$ cat config.mk
export PLATFORM = sky130hd
export DESIGN_NAME = bus_phase_control
export DESIGN_NICKNAME = d
export VERILOG_FILES = /design/src/pkg/bus_phase_pkg.sv /design/src/pkg/cpu_access_if.sv /design/src/design/bus_phase_control.sv /design/src/design/cpu_strobe_decode.sv /design/src/design/odd_parity_gen.sv
export SDC_FILE = /design/constraint.sdc
export NUM_CORES = 1
export LEC_CHECK = 0
export ABC_AREA = 1
export BUFFER_PORTS_ARGS = -buffer_cell sky130_fd_sc_hd__clkbuf_2
export CAP_MARGIN = 0
export CORE_UTILIZATION = 25
export CTS_BUF_LIST = sky130_fd_sc_hd__clkbuf_8
export CTS_CLUSTER_SIZE = 25
export DETAILED_ROUTE_END_ITERATION = 10
export PLACE_DENSITY = 0.43
export SLEW_MARGIN = 20
export SYNTH_ARGS = -nofsm -noshare
export SYNTH_HDL_FRONTEND = slang
export SYNTH_SLANG_ARGS = --single-unit
$ cat constraint.sdc
create_clock -name ref_clk_in -period 1.52 [get_ports ref_clk_in]
set_input_delay 0.38 -clock ref_clk_in [delete_from_list [all_inputs] [get_ports ref_clk_in]]
set_output_delay 0.38 -clock ref_clk_in [all_outputs]
set_load 0.02 [all_outputs]
$ cat src/pkg/bus_phase_pkg.sv
// Register map, bit positions and timing constants of the bus phase block
package bus_phase_pkg;
    // Register addresses on the three-bit CPU address
    localparam logic [2:0] REG_INIT_CMD = 3'h1;
    localparam logic [2:0] REG_TGT_CMD = 3'h3;
    localparam logic [2:0] REG_BUS_MON = 3'h4;
    localparam logic [2:0] REG_SEL_ID = 3'h4;
    localparam logic [2:0] REG_DMA_SEND = 3'h5;
    localparam logic [2:0] REG_DMA_TGT_RX = 3'h6;
    localparam logic [2:0] REG_DMA_INIT_RX = 3'h7;
    localparam logic [2:0] REG_ERR_CLEAR = 3'h7;

    // Initiator bus command bits
    localparam int ICR_RST = 7;
    localparam int ICR_TEST = 6;
    localparam int ICR_ARB_PROG = 6;
    localparam int ICR_ARB_LOST = 5;
    localparam int ICR_ACK = 4;
    localparam int ICR_BSY = 3;
    localparam int ICR_SEL = 2;
    localparam int ICR_ATN = 1;
    localparam int ICR_DATA = 0;
    localparam logic [4:0] ICR_LOW_RESET = 5'h00;

    // Target phase command bits
    localparam int TCR_LAST = 7;
    localparam int TCR_REQ = 3;
    localparam logic [3:0] TCR_RESET = 4'h0;

    // Index of each control line in the control line vectors
    localparam int CTL_IO = 0;
    localparam int CTL_CD = 1;
    localparam int CTL_MSG = 2;
    localparam int CTL_REQ = 3;
    localparam int CTL_BSY = 4;
    localparam int CTL_RST = 5;
    localparam int CTL_SEL = 6;
    localparam int CTL_ATN = 7;
    localparam int CTL_ACK = 8;
    localparam int CTL_W = 9;

    localparam logic [7:0] BYTE_ZERO = 8'h00;

    // Bus settle time before a free bus is recognised
    localparam int CLK_PERIOD_NS = 25;
    localparam int BUS_FREE_NS = 400;
    localparam int BUS_FREE_CYC =
        (BUS_FREE_NS + CLK_PERIOD_NS - 1) / CLK_PERIOD_NS;

    typedef enum logic [1:0] {
        ARB_IDLE = 2'b00,
        ARB_WAIT = 2'b01,
        ARB_RUN = 2'b11,
        ARB_LOST = 2'b10
    } arb_state_t;
endpackage

$ cat src/pkg/cpu_access_if.sv
// Decoded CPU register accesses passed from the strobe decoder to the core
`timescale 1ns/100ps
`default_nettype none
interface cpu_access_if;
    logic wr_stb;
    logic rd_on;
    logic rd_end;
    logic [2:0] addr;
    logic [7:0] wdata;

    modport dec (output wr_stb, rd_on, rd_end, addr, wdata);
    modport core (input wr_stb, rd_on, rd_end, addr, wdata);
endinterface
`default_nettype wire
$ cat src/design/bus_phase_control.sv
// Bus signal control, arbitration and monitoring core
`timescale 1ns/100ps
`default_nettype none
module bus_phase_control
    import bus_phase_pkg::*;
(
    // Clock and reset
    input wire logic ref_clk_in,
    input wire logic rst_b_in,
    // CPU port
    input wire logic cs_b_in,
    input wire logic rd_b_in,
    input wire logic wr_b_in,
    input wire logic [2:0] addr_in,
    input wire logic [7:0] cpu_data_in,
    output logic [7:0] cpu_data_out,
    output logic cpu_data_oe_out,
    output logic irq_out,
    output logic irq_oe_out,
    // Mode bits and DMA engine status
    input wire logic target_role_in,
    input wire logic dma_mode_in,
    input wire logic arbitration_request_bit_in,
    input wire logic [7:0] tx_data_in,
    input wire logic last_byte_sent_in,
    // SCSI control lines, wire level, low is true
    input wire logic [CTL_W-1:0] ctl_in,
    output logic [CTL_W-1:0] ctl_out,
    output logic [CTL_W-1:0] ctl_oe_out,
    // SCSI data and parity, wire level, low is true
    input wire logic [7:0] bus_data_lines_in,
    output logic [7:0] bus_data_lines_out,
    output logic [7:0] bus_data_lines_oe_out,
    input wire logic bus_parity_line_in,
    output logic bus_parity_line_out,
    output logic bus_parity_line_oe_out,
    // Strobes to the DMA engine and mode register
    output logic start_send_out,
    output logic start_target_rx_out,
    output logic start_init_rx_out,
    output logic error_clear_out,
    output logic logic_clear_out
);
    cpu_access_if acc ();

    logic icr_rst_reg;
    logic test_mode_reg;
    logic [4:0] icr_low_reg;
    logic [3:0] tcr_reg;
    logic [7:0] sel_id_reg;
    arb_state_t arb_reg;
    arb_state_t arb_next;
    logic [4:0] free_cnt_reg;
    logic req_prev_reg;
    logic match_prev_reg;
    logic [CTL_W-1:0] live;
    logic [7:0] data_live;
    logic par_live;
    logic bus_free;
    logic phase_match;
    logic id_match;
    logic mismatch_evt;
    logic sel_evt;
    logic irq_set;
    logic irq_clr;
    logic tx_parity;
    logic drive_data;
    logic arb_active;
    logic [CTL_W-1:0] ctl_drive;
    logic [7:0] read_mux;
    logic wr_icr;
    logic wr_tcr;

    cpu_strobe_decode u_decode (
        .ref_clk_in(ref_clk_in),
        .rst_b_in(rst_b_in),
        .cs_b_in(cs_b_in),
        .rd_b_in(rd_b_in),
        .wr_b_in(wr_b_in),
        .addr_in(addr_in),
        .cpu_data_in(cpu_data_in),
        .acc(acc)
    );

    odd_parity_gen #(.WIDTH(8)) u_parity (
        .data_in(tx_data_in),
        .parity_out(tx_parity)
    );

    // Bus lines are active low; live holds true-high copies
    assign live = ~ctl_in;
    assign data_live = ~bus_data_lines_in;
    assign par_live = ~bus_parity_line_in;
    assign wr_icr = acc.wr_stb && acc.addr == REG_INIT_CMD;
    assign wr_tcr = acc.wr_stb && acc.addr == REG_TGT_CMD;
    assign phase_match = live[CTL_MSG:CTL_IO] == tcr_reg[2:0];
    assign id_match = (data_live & sel_id_reg) != BYTE_ZERO
        && !live[CTL_BSY] && live[CTL_SEL];
    assign arb_active = arb_reg == ARB_RUN;
    assign bus_free = free_cnt_reg == 5'(BUS_FREE_CYC);

    assign mismatch_evt = !target_role_in && dma_mode_in && !phase_match
        && live[CTL_REQ] && !req_prev_reg;
    assign sel_evt = id_match && !match_prev_reg;
    assign irq_set = icr_rst_reg || mismatch_evt || sel_evt;
    // clear on read of the clear address
    assign irq_clr = acc.rd_end && acc.addr == REG_ERR_CLEAR;

    // only rst_b_in or an initiator command write with the test bit low clears the test bit
    always_ff @(posedge ref_clk_in or negedge rst_b_in) begin
        if (!rst_b_in) begin
            test_mode_reg <= 1'b0;
        end else if (wr_icr) begin
            test_mode_reg <= acc.wdata[ICR_TEST];
        end
    end

    always_ff @(posedge ref_clk_in or negedge rst_b_in) begin
        if (!rst_b_in) begin
            icr_rst_reg <= 1'b0;
        end else if (wr_icr) begin
            icr_rst_reg <= acc.wdata[ICR_RST];
        end
    end

    // command bits held clear while reset bit is set
    always_ff @(posedge ref_clk_in or negedge rst_b_in) begin
        if (!rst_b_in) begin
            icr_low_reg <= ICR_LOW_RESET;
            tcr_reg <= TCR_RESET;
            sel_id_reg <= BYTE_ZERO;
        end else if (icr_rst_reg) begin
            icr_low_reg <= ICR_LOW_RESET;
            tcr_reg <= TCR_RESET;
            sel_id_reg <= BYTE_ZERO;
        end else begin
            if (wr_icr) begin
                icr_low_reg <= acc.wdata[4:0];
            end
            if (wr_tcr) begin
                tcr_reg <= acc.wdata[3:0];
            end
            if (acc.wr_stb && acc.addr == REG_SEL_ID) begin
                sel_id_reg <= acc.wdata;
            end
        end
    end

    // Bus free once BSY and SEL stay false for the settle time
    always_ff @(posedge ref_clk_in or negedge rst_b_in) begin
        if (!rst_b_in) begin
            free_cnt_reg <= 5'h00;
        end else if (live[CTL_BSY] || live[CTL_SEL]) begin
            free_cnt_reg <= 5'h00;
        end else if (!bus_free) begin
            free_cnt_reg <= free_cnt_reg + 5'h01;
        end
    end

    always_comb begin
        arb_next = arb_reg;
        case (arb_reg)
            ARB_IDLE: begin
                if (arbitration_request_bit_in) begin
                    arb_next = ARB_WAIT;
                end
            end
            ARB_WAIT: begin
                // arbitration starts on a free bus
                if (bus_free) begin
                    arb_next = ARB_RUN;
                end
            end
            ARB_RUN: begin
                if (live[CTL_SEL] && !icr_low_reg[ICR_SEL]) begin
                    arb_next = ARB_LOST;
                end
            end
            ARB_LOST: arb_next = ARB_LOST;
            default: arb_next = ARB_IDLE;
        endcase
        if (!arbitration_request_bit_in || icr_rst_reg) begin
            arb_next = ARB_IDLE;
        end
    end

    always_ff @(posedge ref_clk_in or negedge rst_b_in) begin
        if (!rst_b_in) begin
            arb_reg <= ARB_IDLE;
        end else begin
            arb_reg <= arb_next;
        end
    end

    always_ff @(posedge ref_clk_in or negedge rst_b_in) begin
        if (!rst_b_in) begin
            req_prev_reg <= 1'b0;
            match_prev_reg <= 1'b0;
        end else begin
            req_prev_reg <= live[CTL_REQ];
            match_prev_reg <= id_match;
        end
    end

    // Set wins over a clear in the same cycle
    always_ff @(posedge ref_clk_in or negedge rst_b_in) begin
        if (!rst_b_in) begin
            irq_out <= 1'b0;
        end else if (irq_set) begin
            irq_out <= 1'b1;
        end else if (irq_clr) begin
            irq_out <= 1'b0;
        end
    end

    always_comb begin
        ctl_drive = '0;
        ctl_drive[CTL_RST] = icr_rst_reg;
        ctl_drive[CTL_BSY] = icr_low_reg[ICR_BSY];
        ctl_drive[CTL_SEL] = icr_low_reg[ICR_SEL];
        ctl_drive[CTL_ATN] = icr_low_reg[ICR_ATN] && !target_role_in;
        ctl_drive[CTL_ACK] = icr_low_reg[ICR_ACK] && !target_role_in;
        ctl_drive[CTL_REQ] = tcr_reg[TCR_REQ] && target_role_in;
        ctl_drive[CTL_MSG] = tcr_reg[2] && target_role_in;
        ctl_drive[CTL_CD] = tcr_reg[1] && target_role_in;
        ctl_drive[CTL_IO] = tcr_reg[0] && target_role_in;
        if (test_mode_reg) begin
            ctl_drive = '0;
        end
    end

    always_comb begin
        drive_data = 1'b0;
        if (arb_active) begin
            // arbitration puts the ID out regardless of role and phase, except in test mode
            drive_data = 1'b1;
        end else if (target_role_in) begin
            drive_data = icr_low_reg[ICR_DATA];
        end else begin
            // initiator needs match and I/O inactive
            drive_data = icr_low_reg[ICR_DATA] && phase_match
                && !live[CTL_IO];
        end
        if (test_mode_reg) begin
            drive_data = 1'b0;
        end
    end

    // open drain pulls low for each true bit and parity
    always_ff @(posedge ref_clk_in or negedge rst_b_in) begin
        if (!rst_b_in) begin
            ctl_out <= '0;
            ctl_oe_out <= '0;
            bus_data_lines_out <= BYTE_ZERO;
            bus_data_lines_oe_out <= BYTE_ZERO;
            bus_parity_line_out <= 1'b0;
            bus_parity_line_oe_out <= 1'b0;
        end else begin
            ctl_out <= '0;
            ctl_oe_out <= ctl_drive;
            bus_data_lines_out <= BYTE_ZERO;
            bus_data_lines_oe_out <= tx_data_in & {8{drive_data}};
            bus_parity_line_out <= 1'b0;
            bus_parity_line_oe_out <= tx_parity && drive_data;
        end
    end

    always_comb begin
        read_mux = BYTE_ZERO;
        case (acc.addr)
            REG_INIT_CMD: read_mux = {icr_rst_reg, arb_reg != ARB_IDLE
                && arb_reg != ARB_WAIT, arb_reg == ARB_LOST, icr_low_reg};
            // last byte flag, bits 6 to 4 zero
            REG_TGT_CMD: read_mux = {last_byte_sent_in, 3'h0, tcr_reg};
            REG_BUS_MON: read_mux = {live[CTL_RST], live[CTL_BSY],
                live[CTL_REQ], live[CTL_MSG], live[CTL_CD],
                live[CTL_IO], live[CTL_SEL], par_live};
            default: read_mux = BYTE_ZERO;
        endcase
    end

    always_ff @(posedge ref_clk_in or negedge rst_b_in) begin
        if (!rst_b_in) begin
            cpu_data_out <= BYTE_ZERO;
            cpu_data_oe_out <= 1'b0;
            irq_oe_out <= 1'b0;
        end else begin
            cpu_data_out <= read_mux;
            // CPU side drivers off in test mode
            cpu_data_oe_out <= acc.rd_on && !test_mode_reg
                && (acc.addr == REG_INIT_CMD || acc.addr == REG_TGT_CMD
                || acc.addr == REG_BUS_MON || acc.addr == REG_ERR_CLEAR);
            irq_oe_out <= !test_mode_reg;
        end
    end

    // start strobes ignore the data lines
    always_ff @(posedge ref_clk_in or negedge rst_b_in) begin
        if (!rst_b_in) begin
            start_send_out <= 1'b0;
            start_target_rx_out <= 1'b0;
            start_init_rx_out <= 1'b0;
            error_clear_out <= 1'b0;
            logic_clear_out <= 1'b0;
        end else begin
            start_send_out <= acc.wr_stb && acc.addr == REG_DMA_SEND;
            start_target_rx_out <= acc.wr_stb && acc.addr == REG_DMA_TGT_RX;
            start_init_rx_out <= acc.wr_stb && acc.addr == REG_DMA_INIT_RX;
            // busy and parity error clear pulse
            error_clear_out <= irq_clr;
            // mode register and DMA engine held clear
            logic_clear_out <= icr_rst_reg;
        end
    end
endmodule
`default_nettype wire

$ cat src/design/cpu_strobe_decode.sv
// Turns chip select and read/write strobes into access pulses
`timescale 1ns/100ps
`default_nettype none
module cpu_strobe_decode (
    // Clock and reset
    input wire logic ref_clk_in,
    input wire logic rst_b_in,
    // CPU pins
    input wire logic cs_b_in,
    input wire logic rd_b_in,
    input wire logic wr_b_in,
    input wire logic [2:0] addr_in,
    input wire logic [7:0] cpu_data_in,
    // Decoded accesses
    cpu_access_if.dec acc
);
    logic wr_now;
    logic rd_now;
    logic wr_prev_reg;

    assign wr_now = !cs_b_in && !wr_b_in;
    assign rd_now = !cs_b_in && !rd_b_in;

    // Write taken once at the start of the strobe, read clear at its end
    always_ff @(posedge ref_clk_in or negedge rst_b_in) begin
        if (!rst_b_in) begin
            wr_prev_reg <= 1'b0;
            acc.wr_stb <= 1'b0;
            acc.rd_on <= 1'b0;
            acc.rd_end <= 1'b0;
            acc.addr <= 3'h0;
            acc.wdata <= 8'h00;
        end else begin
            wr_prev_reg <= wr_now;
            acc.wr_stb <= wr_now && !wr_prev_reg;
            acc.rd_on <= rd_now;
            acc.rd_end <= acc.rd_on && !rd_now;
            if (wr_now || rd_now) begin
                acc.addr <= addr_in;
                acc.wdata <= cpu_data_in;
            end
        end
    end
endmodule
`default_nettype wire

$ cat src/design/odd_parity_gen.sv
// Odd parity bit for a data word
`timescale 1ns/100ps
`default_nettype none
module odd_parity_gen #(
    parameter int WIDTH = 8
) (
    input wire logic [WIDTH-1:0] data_in,
    output logic parity_out
);
    // Data plus parity always holds an odd number of ones
    assign parity_out = ~^data_in;
endmodule
`default_nettype wire

# After elaboration in Yosys (flattened, before gate mapping)

Index checks and enable logic that the tools add are counted.

$add $sub $neg: 1
Eq/ne operators: 16
Muxes and demuxes: 20
Bitwise logic cells: 5
Reductions and logical operators: 62

Operator list:

| operator            | count |
|---|---|
| $logic_and 1x1->1   | 31 |
| $pmux 8 s3          | 1 |
| $mux 5              | 4 |
| $and 8x8->8         | 2 |
| $mux 8              | 2 |
| $logic_not 1->1     | 14 |
| $eq 3x3->1 const B  | 4 |
| $reduce_bool 2->1   | 5 |
| $mux 9              | 1 |
| $logic_or 1x1->1    | 8 |
| $mux 2              | 4 |
| $mux 4              | 2 |
| $not 8->8           | 1 |
| $pmux 2 s4          | 1 |
| $reduce_bool 8->1   | 1 |
| $reduce_xnor 8->1   | 1 |
| $not 7->7           | 1 |
| $ne 3x3->1 const B  | 2 |
| $add 5x1->5 const B | 1 |
| $eq 5x5->1 const B  | 1 |
| $mux 1              | 5 |
| $eq 2x2->1 const B  | 2 |
| $ne 2x1->1 const B  | 2 |
| $eq 3x1->1 const B  | 1 |
| 7 further kinds     | 7 |

Flip-flop bits (word level): 77
Input bits: 46
Output and inout port bits: 52
Logic and storage cells: 131

# Logic depth before layout (Yosys ltp)

Gate-level depths: netlist of run 1.

Depth in word-level cells: 9
Depth in mapped cells: 9
Depth with buffers taken out: 9

# Cells and area by module

A second synthesis of run 1 with hierarchy kept.

Cell total of the unflattened synthesis: 385
Area total of the unflattened synthesis: 3,387.0 um^2

By module, submodules not included:

| module            | instances | cells an instance | area each (um^2) | seq. area each (um^2) |
|---|---|---|---|---|
| bus_phase_control | 1         | 286               | 2,642.5          | 1,551.5 |
| cpu_strobe_decode | 1         | 62                | 599.3            | 375.4 |
| odd_parity_gen    | 1         | 37                | 145.1            | 0.0 |

# Least setup slack after synthesis of run 1

Ideal clock, no wire load.

Path type: reg-to-reg
Start: register u_decode.acc.addr[0]
End: register sel_id_reg[0]
Setup time: 0.128 ns
Data arrival time: 1.051 ns
Required time: 1.392 ns
Slack: 0.341 ns
Stages on the path, launching flop included: 6
Path buffers: 1
Clock period less this slack: 1.179 ns
Cell sequence: dfrtp_1 -> inv_2 -> nand3_2 -> buf_6 -> o21ai_4 -> o21ai_0

Word-level cells in the longest chain between the ends: 3

Ends and longest elaborated chain:

| item                        | line                     | RTL |
|---|---|---|
| from (decl)                 | cpu_access_if.sv:11      | `modport dec (output wr_stb, rd_on, rd_end, addr, wdata);` |
| from (signal assigned)      | cpu_strobe_decode.sv:39  | `acc.addr <= addr_in;` |
| $eq 3x3->1                  | bus_phase_control.sv:143 | `if (acc.wr_stb && acc.addr == REG_SEL_ID) begin` |
| $logic_and 1x1->1           | bus_phase_control.sv:143 |  |
| $reduce_bool 2->1 (no line) | n/a                      |  |
| to (signal assigned)        | bus_phase_control.sv:144 | `sel_id_reg <= acc.wdata;` |
| to (decl)                   | bus_phase_control.sv:50  | `logic [7:0] sel_id_reg;` |

No other way between the ends.
A chain may end at the register's enable or synchronous reset.

# Worst setup path after layout of run 1

Start: register u_decode.acc.addr[2]
End: register test_mode_reg

Word-level cells in the longest chain between the ends: 2

Ends and longest elaborated chain:

| item                 | line                     | RTL |
|---|---|---|
| $eq 3x1->1           | bus_phase_control.sv:94  | `assign wr_icr = acc.wr_stb && acc.addr == REG_INIT_CMD;` |
| $logic_and 1x1->1    | bus_phase_control.sv:94  |  |
| to (signal assigned) | bus_phase_control.sv:114 | `test_mode_reg <= acc.wdata[ICR_TEST];` |
| to (decl)            | bus_phase_control.sv:47  | `logic test_mode_reg;` |

No other way between the ends.

==> run summary, run 1 <==
The run finished with clean final reports. Max-cap violations in this run came to 0. The run gives 0.308 as the clock network fraction of total power. For this run, the leading register cell type out of synthesis is dfrtp_1.

The final routed wirelength across all metal layers was 7.42 mm; the iteration count of the initial detailed-routing pass was 5. The initial antenna violation count was 0. Synthesis inferred 77 register bits. The number of buffers between clock root and the deepest sink is 2, and the number of buffers created by CTS is 9.

Dividing the detail-routed via count by the number of cells gives 3.97. The net count of the finished layout is 489. The run gives 0.120 as the overall routing resource usage. Entering global routing, the biggest net connects 25 pins. Total clock sinks: 77. The logs give 0 for the hold violation count in the final report and 32 for the number of distinct library cells after synthesis.

The tools report the worst path required time as 1.79 ns. Counting flops with a built-in enable in the synthesized netlist gives 0. For this design the top-level I/O count stands at 98. Buffers added to address setup during post-CTS repair amount to 0. The cell with the most instances after synthesis was dfrtp_1. Ranked by total cell area, the synthesized netlist is headed by dfrtp_1 (59%), nand2_1 (7.8%), inv_1 (6.1%).

The run gives 2397 as the via count of the first global-routing pass. The maximum frequency from static timing analysis is 777 MHz, and the synthesized area per cell is 9.39 um2. 0 antenna diodes ended up in the layout. In this run the clock root is driven by a clkbuf_8.

The HPWL after detailed placement came out at 5.80 mm. After layout, the worst setup slack is 0.233 ns. The arrival time reported for the critical path endpoint is 1.56 ns, and the count of final max-slew check failures is 0. For this run, the number of Yosys warnings is 0. Setup violations remaining at the end of the flow were counted as 0.

In this run the number of H-tree levels came out at 3. For the post-place setup slack, the log shows 0.0961 ns. Counting instances in the post-synthesis netlist gives the leading cell types as dfrtp_1 (77), nand2_1 (68), inv_1 (53). The portion of the clock cycle consumed by the worst path in the final layout was 0.847; the power density normalized to cell area was 1250 nW/um2. The area fraction of the dominant cell type after synthesis is 0.591, and the fraction of final layout cells with drive strength greater than 1 is 0.254. For this design the total switching power over the nets is 0.00162 W.

Summed over all failing endpoints, the final setup total negative slack is 0 ns. The run gives 0.257 as the starting utilization of the core area. Core box area: 12700 um2. The area growth from synthesis to layout is 25.1%. The logs give 347 for the number of instances in the synthesized netlist and 0 for the aggregate global routing overflow. The register with the most flip-flops in the layout has 9 of them.

The chip height was 116 um. On the final layout, the worst clock skew is 0.0101 ns. The signal on the critical path passes through inv_1, nand3_4, nor2_2, nand2_1, o21ai_0. The run gives 0.211 as the relative contribution of combinational cells to total power. In this design, the stage delay of the slowest critical-path cell is 0.45 ns.

The sequential share of the synthesized area is 0.591, and the clock network latency to the later pin of the worst-skew pair is 0.34 ns. The critical path class was register to register. The cell area that synthesis handed to floorplanning was 3260 um2. Summing over every cut layer, the via total after detailed routing is 2452. dfrtp_1 takes more of the synthesized area than any other cell. The type of element capturing the critical path is a register. Subtracting the final worst setup slack from the clock period gives 1.29 ns. At the end of routability-driven placement, the weighted congestion stood at 0.761. In this run the worst path has a maximum fanout of 8. Across the VDD grid, the largest voltage drop is 0.000418 V.

The async set-reset flop share out of synthesis was 1.00. Setup repair after global routing left no endpoint under its margin. The proportion of total power due to net switching works out to 0.319. The initialized floorplan defines 41 standard-cell rows. More flip-flops sit in one register than any other, and that register is ctl_oe_out. The tools report the internal power summed over all cells as 0.00346 W. The clock-pin slew of the registers on the worst-case setup and hold paths works out to 0.08 ns. The nature of the critical path startpoint was a register. In this run the tool buffered the top-level ports with 77 buffer cells.

The overall die area came out at 13500 um2. The path class of the tightest hold or removal check is input pin to register. TritonCTS built the clock tree. The average wire per standard cell came out at 12.0 um. The die is 116 um wide. The number of DRC violations after detailed routing was 0; the wire length of the first global-routing pass was 12.1 mm. Cell with the largest stage delay on the worst path: dfrtp_1. The part of the power in registers is 0.481, and the starting DRC count in detailed routing is 83. The leakage power of the design was 2.10 nW.

Once detail routing completed, the nets flagged for antenna violations numbered 0.
per-layer routing:
metal,global-route usage,share of wire,up-vias
met4,0.0615,0.019,0
met1,0.167,0.50,1129
met5,0,0,-
li1,-,-,1245
met3,0.0197,0.045,9
met2,0.178,0.43,69
worst max-delay path: cells and delay by family, from the launching register on:
family	cells	cell delay, ns
DFF	1	0.45
buffers and inverters	1	0.20
and+or+nand+nor	3	0.48
AOI/OAI and AO/OA	1	0.09
timing repair:
action | in CTS | in global routing
hold buffers | 1 | 0
endpoints found under the hold margin | 9 | 0
gates resized for setup | 0 | 1
endpoints found under the setup margin | 0 | 9
power by group through the flow:
stage	Sequential (W)	Clock, W	Combinational [W]
global route	0.00248	0.00169	0.00122
finish	0.00244	0.00157	0.00107
floorplan	0.00258	0	0.000569
detailed placement	0.00248	0	0.00108
global placement	0.00249	0	0.00108
CTS	0.00245	0.00162	0.00109
worst paths after layout:
check,start,end,slack (ns),cells after the start
worst max-delay path,u_decode.acc.addr[2],test_mode_reg,0.23,5
worst min register to register,u_decode.wr_prev_reg,u_decode.acc.wr_stb,0.41,1
worst min-delay path,wr_b_in,u_decode.wr_prev_reg,0.21,2
max in group asynchronous,rst_b_in,irq_oe_out,0.58,3
worst max register to register,u_decode.acc.addr[2],test_mode_reg,0.23,5
min in group asynchronous,rst_b_in,bus_data_lines_oe_out[4],0.43,2
per-stage QoR:
step	cells	area (um2)	util	hold WS [ns]	power, W
final	617	4080	0.322	0.210	0.00508
after global routing	617	4080	0.322	0.219	0.00538
after CTS	617	4070	0.322	0.189	0.00516
after detailed placement	601	3860	0.305	0.249	0.00357
after global placement	601	3860	0.305	0.250	0.00357
after floorplan	364	3320	-	0.0844	0.00315
final cells by class:
class | count | area [um2]
clock inverters | 4 | 47.5
fillers | 1381 | 8590
multi-input cells | 211 | 1040
repair buffers | 87 | 490
well taps | 172 | 215
inverters | 55 | 206
flip-flops and latches | 77 | 1930
clock buffers | 11 | 151
cells by family (layout without fill, tap and decap cells):
kind of cell,after synthesis,in the layout,synth area share
simple gates,130,130,0.173
xor+xnor,6,6,0.0161
buf+inv,76,157,0.111
compound gates,55,55,0.101
other cells,1,18,0.00115
flops,77,77,0.591
fa+ha+maj,2,2,0.00768
cell usage in the layout (no fill, tap or decap), types with 3 or more instances in the layout:
cell type / n
dfrtp_1: 77
clkbuf_2: 76
nand2_1: 67
inv_1: 53
nor2_1: 37
o21ai_0: 27
conb_1: 18
clkbuf_8: 11
o22ai_1: 9
buf_4: 8
nand3_1: 6
a21oi_1: 6
o221ai_1: 5
nor3_1: 5
nand4_1: 4
nand2_2: 3
xor2_1: 3
xnor2_1: 3
o21ai_1: 3
Note: power is estimated with default switching activity, not from simulation.
==> run 2: changes to the inputs <==
ABC_AREA = 0   (was 1)
clock period = 1.31 ns   (was 1.52 ns; I/O delays follow)
==> run summary, run 2 <==
The run gives 5.41 mm (-6.7%) as the HPWL after detailed placement. The number of setup violations in the final report was 19 (+19); the number of DRC violations after detailed routing was 0 (unchanged). For the final weighted congestion in routability-driven placement, the log shows 0.747 (-1.9%).

The cell with the largest stage delay on the worst path is dfrtp_1. Post-place setup slack: -0.192 ns (-0.288 ns). The sequential share of the synthesized area came out at 0.592 (about the same). The tree is rooted in a clkbuf_8. STA classifies the critical path endpoint as a register.

Portion of the clock cycle consumed by the worst path in the final layout: 1.11 (+0.263). The final worst-path setup slack is -0.143 ns (-0.377 ns). The synthesized area per cell works out to 12.0 um2 (+28%). The number of core rows was 41 (unchanged).

For the final setup skew, the log shows 0.0147 ns (+0.00462 ns). Leaving out fill and tap cells, the most frequent cells in the layout are dfrtp_1 (77), clkbuf_2 (76), nor2_1 (29). The run gives 0.00404 W (+17%) as the internal power summed over all cells.

The logs give 13500 um2 (about the same) for the overall die area and 4 (-1) for the iteration count of the initial detailed-routing pass. For the number of vias after detailed routing, the log shows 2303 (-6.1%). The run gives 0.257 (about the same) as the starting utilization of the core area. The worst path buffer plus inverter count works out to 1 (unchanged).

The mux share of post-synthesis cell area came out at 0.112 (+0.112). After synthesis, the cell types taking the most area are dfrtp_1 (59%), mux2i_1 (7.1%), buf_4 (4.1%). The tools report the number of max-cap violations as 0 (unchanged).

The count of port buffers added during placement works out to 77 (unchanged). The relative contribution of combinational cells to total power came out at 0.243 (+0.032). Setup repair after global routing could not meet its margin everywhere. The logs give 1308 (-5.3%) for the number of fill cells in the layout and 77 (unchanged) for the total clock sinks. The tools report the hold violation count in the final report as 0 (unchanged).

The power density normalized to cell area is 1370 nW/um2 (+10%). Ranked by flip-flop count, first place goes to ctl_oe_out. The average wire per standard cell works out to 13.9 um (+15%).

The cell with the most instances after synthesis was dfrtp_1. The async set-reset flop share out of synthesis was 1.00 (unchanged). The top-level port count is 98 (unchanged), and the maximum single-stage delay on the critical path is 0.41 ns (-0.04 ns). TritonCTS built the clock tree. The tools report the via count of the first global-routing pass as 2325 (-3.0%). Most used flip-flop cell after synthesis: dfrtp_1. For the maximum VDD drop, the log shows 0.000379 V (-9.3%).

The run gives 271 (-22%) as the number of instances in the synthesized netlist. The flow ran to the end, but the final reports show violations. For the worst path required time, the log shows 1.58 ns (-0.21 ns). The count of flip-flops with a built-in enable after synthesis came out at 0 (unchanged).

The aggregate global routing overflow was 0 (unchanged). Walking the worst path, the cells encountered are xnor2_2, o41ai_2, buf_4, a22oi_2, nor3b_1. Ranked by instance count, the synthesized netlist is headed by dfrtp_1 (77), nor2_1 (29), mux2i_1 (23).

Combinational family with the most area after synthesis: simple AND/OR/NAND/NOR gates. The chip height was 116 um (about the same); the post-synthesis share of cell area spent on full adders, half adders and majority gates was 0.00768 (about the same). The number of warnings printed during yosys synthesis is 0 (unchanged). The run gives 0.00188 W (+16%) as the total net switching power. The fraction of final layout cells with drive strength greater than 1 is 0.409 (+0.155). The clock-pin slew of the registers on the worst-case setup and hold paths was 0.08 ns (about the same); the maximum frequency from static timing analysis was 688 MHz (-11%).

The initial antenna violation count is 0 (unchanged), and the arrival time reported for the critical path endpoint is 1.72 ns (+0.16 ns). The run gives -1.64 ns (-1.64 ns) as the accumulated negative setup slack. The number of distinct library cells after synthesis was 36 (+13%). The count of state elements after synthesis was 77 (unchanged). The via density per instance is 4.14 (+4.2%), and the number of levels in the clock H-tree is 3 (unchanged). The share of synthesized cell area in and, or, nand and nor gates came out at 0.128 (-0.0452). The number of flip-flops under the largest register name is 9 (unchanged). The library cell used most frequently in the layout, excluding fill and tap cells, is dfrtp_1. Overall routing resource usage: 0.122 (+0.00221). The antenna violation net count after detailed routing is 0 (unchanged). For the clock network fraction of total power, the log shows 0.276 (-0.032).

The tools report the post-route worst hold slack as 0.154 ns (-0.0560 ns). Of all cell types, the one taking the most synthesized area is dfrtp_1. The xor and xnor fraction of the mapped netlist area came out at 0.0376 (+0.0215). The starting DRC count in detailed routing was 148 (+78%); the number of buffers between clock root and the deepest sink was 2 (unchanged). The critical path class is register to register.

The tools report the nature of the critical path startpoint as a register. The final critical-path required period works out to 1.45 ns (+0.167 ns). The min-delay analysis places its worst path in the category input pin to register. The post-synth design cell area came out at 3260 um2 (about the same). The final reports fail on setup timing. The clock network latency to the later pin of the worst-skew pair is 0.36 ns (+0.02 ns), and the layout overhead on the synthesized area is 32.7%. The leakage power of the design is 2.14 nW (+1.9%), and the area fraction of the dominant cell type after synthesis is 0.592 (about the same). The largest driver fanout on the critical path came out at 5 (-3). Among cell families on the critical path, the largest total delay comes from flip-flops. The number of buffers created by CTS is 9 (unchanged). For the core box area, the log shows 12700 um2 (unchanged). For the count of final max-slew check failures, the log shows 0 (unchanged). The number of nets in the layout was 427 (-13%); the synthesized-area fraction occupied by ao, oa, aoi and oai cells was 0.0449 (-0.0556). Proportion of total power due to net switching: 0.318 (-0.00123).

The part of the power in registers was 0.481 (about the same). The diode insertion count for antenna repair was 0 (unchanged). The pin count of the biggest net entering global routing is 78 (+210%). The wire length of the first global-routing pass was 12.1 mm (+0.23%); the overall die width was 116 um (about the same). The tools report the final routed wirelength across all metal layers as 7.71 mm (+3.9%).
==> run 2: cells by family (layout without fill, tap and decap cells) <==
group	after synthesis	in the layout
and+or+nand+nor	76	76
buffers and inverters	44	139
other	1	18
adders and majority gates	2	2
DFF	77	77
xor gates and xnor gates	14	14
muxes	35	35
AOI/OAI and AO/OA	22	23
==> run 2: worst register-to-register path, stage by stage (launching register included) <==
cell     delay [ns]
dfrtp_1        0.41
xnor2_2        0.16
o41ai_2        0.30
buf_4          0.19
a22oi_2        0.11
nor3b_1        0.21
==> run 2: timing repair <==
item	4_1_cts	5_1_grt
gates resized for setup	6	23
buffers inserted	2	1
gates cloned	1	0
hold buffers	1	0
endpoints found under the setup margin	23	31
hold endpoints to repair	5	0
pin swaps	4	12
==> run 2: layout make-up <==
| type | count | area (um2) | area share |
|---|---|---|---|
| flip-flops and latches | 77 | 1930 | 0.446 |
| multi-input cells | 168 | 1270 | 0.295 |
| repair buffers | 106 | 664 | 0.154 |
| well taps | 172 | 215 | 0.0498 |
| clock buffers | 11 | 151 | 0.0350 |
| inverters | 17 | 63.8 | 0.0148 |
| clock inverters | 5 | 26.3 | 0.00608 |
==> run 2: worst paths after layout <==
check | slack, ns | depth (start not counted) | end | start
worst max-delay path | -0.14 | 5 | bus_data_lines_oe_out[6] | tcr_reg[2]
worst min-delay path | 0.15 | 2 | u_decode.wr_prev_reg | wr_b_in
worst max register to register | -0.14 | 5 | bus_data_lines_oe_out[6] | tcr_reg[2]
worst min register to register | 0.40 | 1 | u_decode.acc.wr_stb | u_decode.wr_prev_reg
max in group asynchronous | 0.44 | 3 | free_cnt_reg[2] | rst_b_in
min in group asynchronous | 0.51 | 3 | free_cnt_reg[4] | rst_b_in
==> run 2: routing by layer <==
| layer | GRT usage | up-vias | share of wire |
|---|---|---|---|
| met5 | 0 | - | 0 |
| met4 | 0.0410 | 0 | 0.016 |
| met3 | 0.0389 | 10 | 0.061 |
| met2 | 0.193 | 78 | 0.46 |
| met1 | 0.157 | 1117 | 0.46 |
| li1 | - | 1098 | - |
==> run 2: power by group through the flow <==
stage	logic [W]	registers [W]	clock network, W
2_1_floorplan	0.000678	0.00298	0
3_3_place_gp	0.00137	0.00288	0
3_5_place_dp	0.00137	0.00288	0
4_1_cts	0.00142	0.00285	0.00171
5_1_grt	0.00159	0.00289	0.00180
6_report	0.00144	0.00285	0.00163
==> run 2: per-stage QoR <==
step / area [um2] / total power (W) / utilization / cells
finish: 4320 / 0.00593 / 0.341 / 556
global placement: 3970 / 0.00425 / 0.313 / 535
detailed placement: 3970 / 0.00426 / 0.313 / 535
CTS: 4210 / 0.00598 / 0.332 / 555
global route: 4320 / 0.00629 / 0.341 / 556
floorplan: 3330 / 0.00366 / - / 288
==> run 3: changes to the inputs <==
--- a/config.mk
+++ b/config.mk
@@ -15,2 +15,3 @@
 export PLACE_DENSITY = 0.43
+export SETUP_SLACK_MARGIN = 0.4
 export SLEW_MARGIN = 20
@@ -18,2 +19,3 @@
 export SYNTH_HDL_FRONTEND = slang
+export SYNTH_HIERARCHICAL = 1
 export SYNTH_SLANG_ARGS = --single-unit
--- a/constraint.sdc
+++ b/constraint.sdc
@@ -3,2 +3,2 @@
 set_output_delay 0.3275 -clock ref_clk_in [all_outputs]
-set_load 0.02 [all_outputs]
+set_load 0.01 [all_outputs]
==> run summary, run 3 <==
The commonest cells after synthesis are dfrtp_1 (77), nor2_1 (29), mux2i_1 (23). For the number of distinct library cells after synthesis, the log shows 42 (+17%). The power density normalized to cell area is 1320 nW/um2 (-3.7%), and the internal power summed over all cells is 0.00431 W (+6.5%). By area the synthesized netlist is led by dfrtp_1 (58%), mux2i_1 (6.9%), mux2_4 (4.5%). The number of max-cap violations is 0 (unchanged). Setup repair after global routing could not meet its margin everywhere. The most frequent standard cell in the layout excluding fill and tap cells is dfrtp_1. The total power is 0.00615 W (+3.7%).

Largest driver fanout on the critical path: 6 (+1). dfrtp_1 is the most common cell in the netlist. The number of instances in the synthesized netlist is 270 (-0.37%). The logs give 4 (unchanged) for the iteration count of the initial detailed-routing pass and 417 um (-11%) for the routed length on met3.

The aggregate global routing overflow is 0 (unchanged), and the leakage power of the design is 2.27 nW (+6.1%). The part of the power in registers came out at 0.468 (-0.013). The tools report the antenna violation net count after detailed routing as 0 (unchanged).

The run gives 700 MHz (+1.7%) as the maximum frequency from static timing analysis. The tools report the wire length of the first global-routing pass as 12.2 mm (+0.34%). The count of flip-flops with a built-in enable after synthesis came out at 0 (unchanged). TritonCTS built the clock tree. Largest area contributor in the synthesized netlist: dfrtp_1. The logs give 3.76 mm (+5.5%) for the routed length on met2 and 0.277 (about the same) for the clock network fraction of total power. For the final weighted congestion in routability-driven placement, the log shows 0.716 (-4.2%).

The via density per instance works out to 4.16 (+0.48%). Average wire per standard cell: 14.1 um (+1.6%). Highest routing layer actually used: met4. The final critical-path required period was 1.43 ns (-0.0243 ns).

The maximum single-stage delay on the critical path is 0.42 ns (about the same), and the worst reg-to-reg path cell count is 5 (unchanged). The starting DRC count in detailed routing was 108 (-27%); the number of buffers between clock root and the deepest sink was 2 (unchanged). The chip height is 117 um (+0.96%), and the count of port buffers added during placement is 77 (unchanged). The run gives 3320 um2 (+2.0%) as the post-synth design cell area. The most used flip-flop cell after synthesis was dfrtp_1. The overall die area is 13700 um2 (+1.9%), and the sequential share of the synthesized area is 0.580 (-0.0114).

The area fraction of the dominant cell type after synthesis is 0.580 (-0.0114), and the pin count of the biggest net entering global routing is 43 (-45%). The CTS root buffer is clkbuf_8. The proportion of total power due to net switching was 0.299 (-0.0187); the number of setup violations in the final report was 25 (+6).

The final worst-path setup slack is -0.119 ns (+0.0243 ns), and the hold violation count in the final report is 0 (unchanged). From synthesis to final layout, the design area changed by 40.1%. The number of levels in the clock H-tree was 3 (unchanged).

Hold path depth: 2 (unchanged). Number of buffers created by CTS: 9 (unchanged). The number of warnings printed during yosys synthesis is 6 (+6), and the synthesized area per cell is 12.3 um2 (+2.3%).

The portion of the clock cycle consumed by the worst path in the final layout works out to 1.09 (-0.0186). Nature of the critical path startpoint: a register. The logs give 0.00184 W (-2.4%) for the total net switching power and 1.70 ns (-0.02 ns) for the arrival time reported for the critical path endpoint. The post-place setup slack is -0.169 ns (+0.0237 ns). Starting utilization of the core area: 0.260 (+0.00293).

The via count of the first global-routing pass was 2296 (-1.2%). The final reports fail on setup timing. Leaving out fill and tap cells, the most frequent cells in the layout are dfrtp_1 (76), clkbuf_2 (42), nor2_1 (28), buf_2 (28), mux2i_1 (23).

The count of state elements after synthesis was 77 (unchanged). The summed area of non-filler cells in the final layout is 4650 um2 (+7.7%), and the accumulated negative setup slack is -1.54 ns (+0.102 ns). The count of final max-slew check failures was 0 (unchanged).

The category of cells accounting for the largest share of critical-path delay is simple AND/OR/NAND/NOR gates. Cell with the largest stage delay on the worst path: or3b_4. For the final routed wirelength across all metal layers, the log shows 7.92 mm (+2.7%). Ranked by flip-flop count, first place goes to ctl_oe_out. For the top-level port count, the log shows 98 (unchanged).

The routed metal-1 wire length was 3.67 mm (+3.0%); the number of flip-flops under the largest register name was 9 (unchanged). The tools report the clock network latency to the later pin of the worst-skew pair as 0.35 ns (about the same). The tools report the number of vias after detailed routing as 2339 (+1.6%).

The number of gates on the worst path with buffers counted came out at 5 (unchanged). The tools report the number of nets in the layout as 433 (+1.4%). The worst setup path is captured at a register. For the core box area, the log shows 12800 um2 (+0.81%). The number of DRC violations after detailed routing is 0 (unchanged), and the overall die width is 117 um (+0.96%). The tightest min-delay check is of the input pin to register type. Walking the worst path, the cells encountered are or3b_4, buf_4, buf_6, buf_8, o22ai_4.

For the maximum VDD drop, the log shows 0.000925 V (+140%). The run gives 0.122 (about the same) as the overall routing resource usage. The tools report the worst reg-to-reg setup slack as -0.12 ns (+0.02 ns). The total clock sinks was 77 (unchanged); the fraction of final layout cells with drive strength greater than 1 was 0.456 (+0.0476). The run gives 0.254 (+0.011) as the relative contribution of combinational cells to total power. The run gives 5.71 mm (+5.5%) as the HPWL after detailed placement. For the final setup skew, the log shows 0.0115 ns (-0.00322 ns). The critical path is of the register to register type. The async set-reset flop share out of synthesis is 1.00 (unchanged), and the worst path buffer plus inverter count is 3 (+2). Worst path required time: 1.58 ns (about the same). The run finished, with violations left. The instance area at placement was 4090 um2 (+3.0%). The tools report the initial antenna violation count as 0 (unchanged). Diode insertion count for antenna repair: 0 (unchanged). The number of core rows is 41 (unchanged). The clock-pin slew of the registers on the worst-case setup and hold paths is 0.08 ns (about the same), and the number of fill cells in the layout is 1284 (-1.8%).
run 3: cell count changes after synthesis, moves of 4 or more:
cell    delta
and3_1     -5
mux2_2    -11
and2_1     +4
mux2_4    +10
run 3: metal layers:
metal	track usage	vias up
met4	0.0405	0
met1	0.156	1156
met5	0	-
met3	0.0376	7
met2	0.195	72
li1	-	1104
run 3: logic make-up after synthesis:
family          count (synthesis)  share of synthesized area
other cells                     1                    0.00113
simple gates                   79                      0.132
compound gates                 22                     0.0460
buf+inv                        40                     0.0750
flops                          77                      0.580
mux                            35                      0.121
fa+ha+maj                       2                    0.00753
xor+xnor                       14                     0.0369
run 3: per-stage QoR:
stage	hold slack [ns]	instances	util
final	0.186	562	0.364
after global routing	0.171	562	0.364
after CTS	0.170	559	0.352
after detailed placement	0.147	536	0.320
after global placement	0.147	536	0.320
after floorplan	0.0319	287	-
run 3: power groups by stage:
stage	Clock [W]	Sequential (W)	Combinational [W]
final	0.00170	0.00288	0.00156
after global routing	0.00185	0.00292	0.00171
after CTS	0.00178	0.00289	0.00140
after detailed placement	0	0.00294	0.00125
after global placement	0	0.00294	0.00125
after floorplan	0	0.00291	0.000670
run 3: worst paths after layout:
check	from	end
setup reg to reg	u_decode/acc.addr[0]	cpu_data_out[0]
min in group asynchronous	rst_b_in	ctl_oe_out[8]
hold reg to reg	u_decode/wr_prev_reg	u_decode/acc.wr_stb
max in group asynchronous	rst_b_in	icr_rst_reg
hold / removal	ctl_in[5]	cpu_data_out[7]
setup / recovery	u_decode/acc.addr[0]	cpu_data_out[0]
run 3: cell type report:
cell class              instances  area, um2  area share
multi-input cells             170       1470       0.316
inverters                      15       56.3      0.0121
flip-flops and latches         77       1930       0.414
clock inverters                 7       60.1      0.0129
clock buffers                   9        124      0.0266
well taps                     172        215      0.0462
repair buffers                112        798       0.172
run 3: timing repair:
item / 4_1_cts / 5_1_grt
setup endpoints to repair: 91 / 93
pin swaps: 6 / 5
hold buffers: 1 / 0
cloned: 0 / 0
endpoints found under the hold margin: 71 / 0
buffers inserted: 6 / 3
resized for setup: 35 / 60
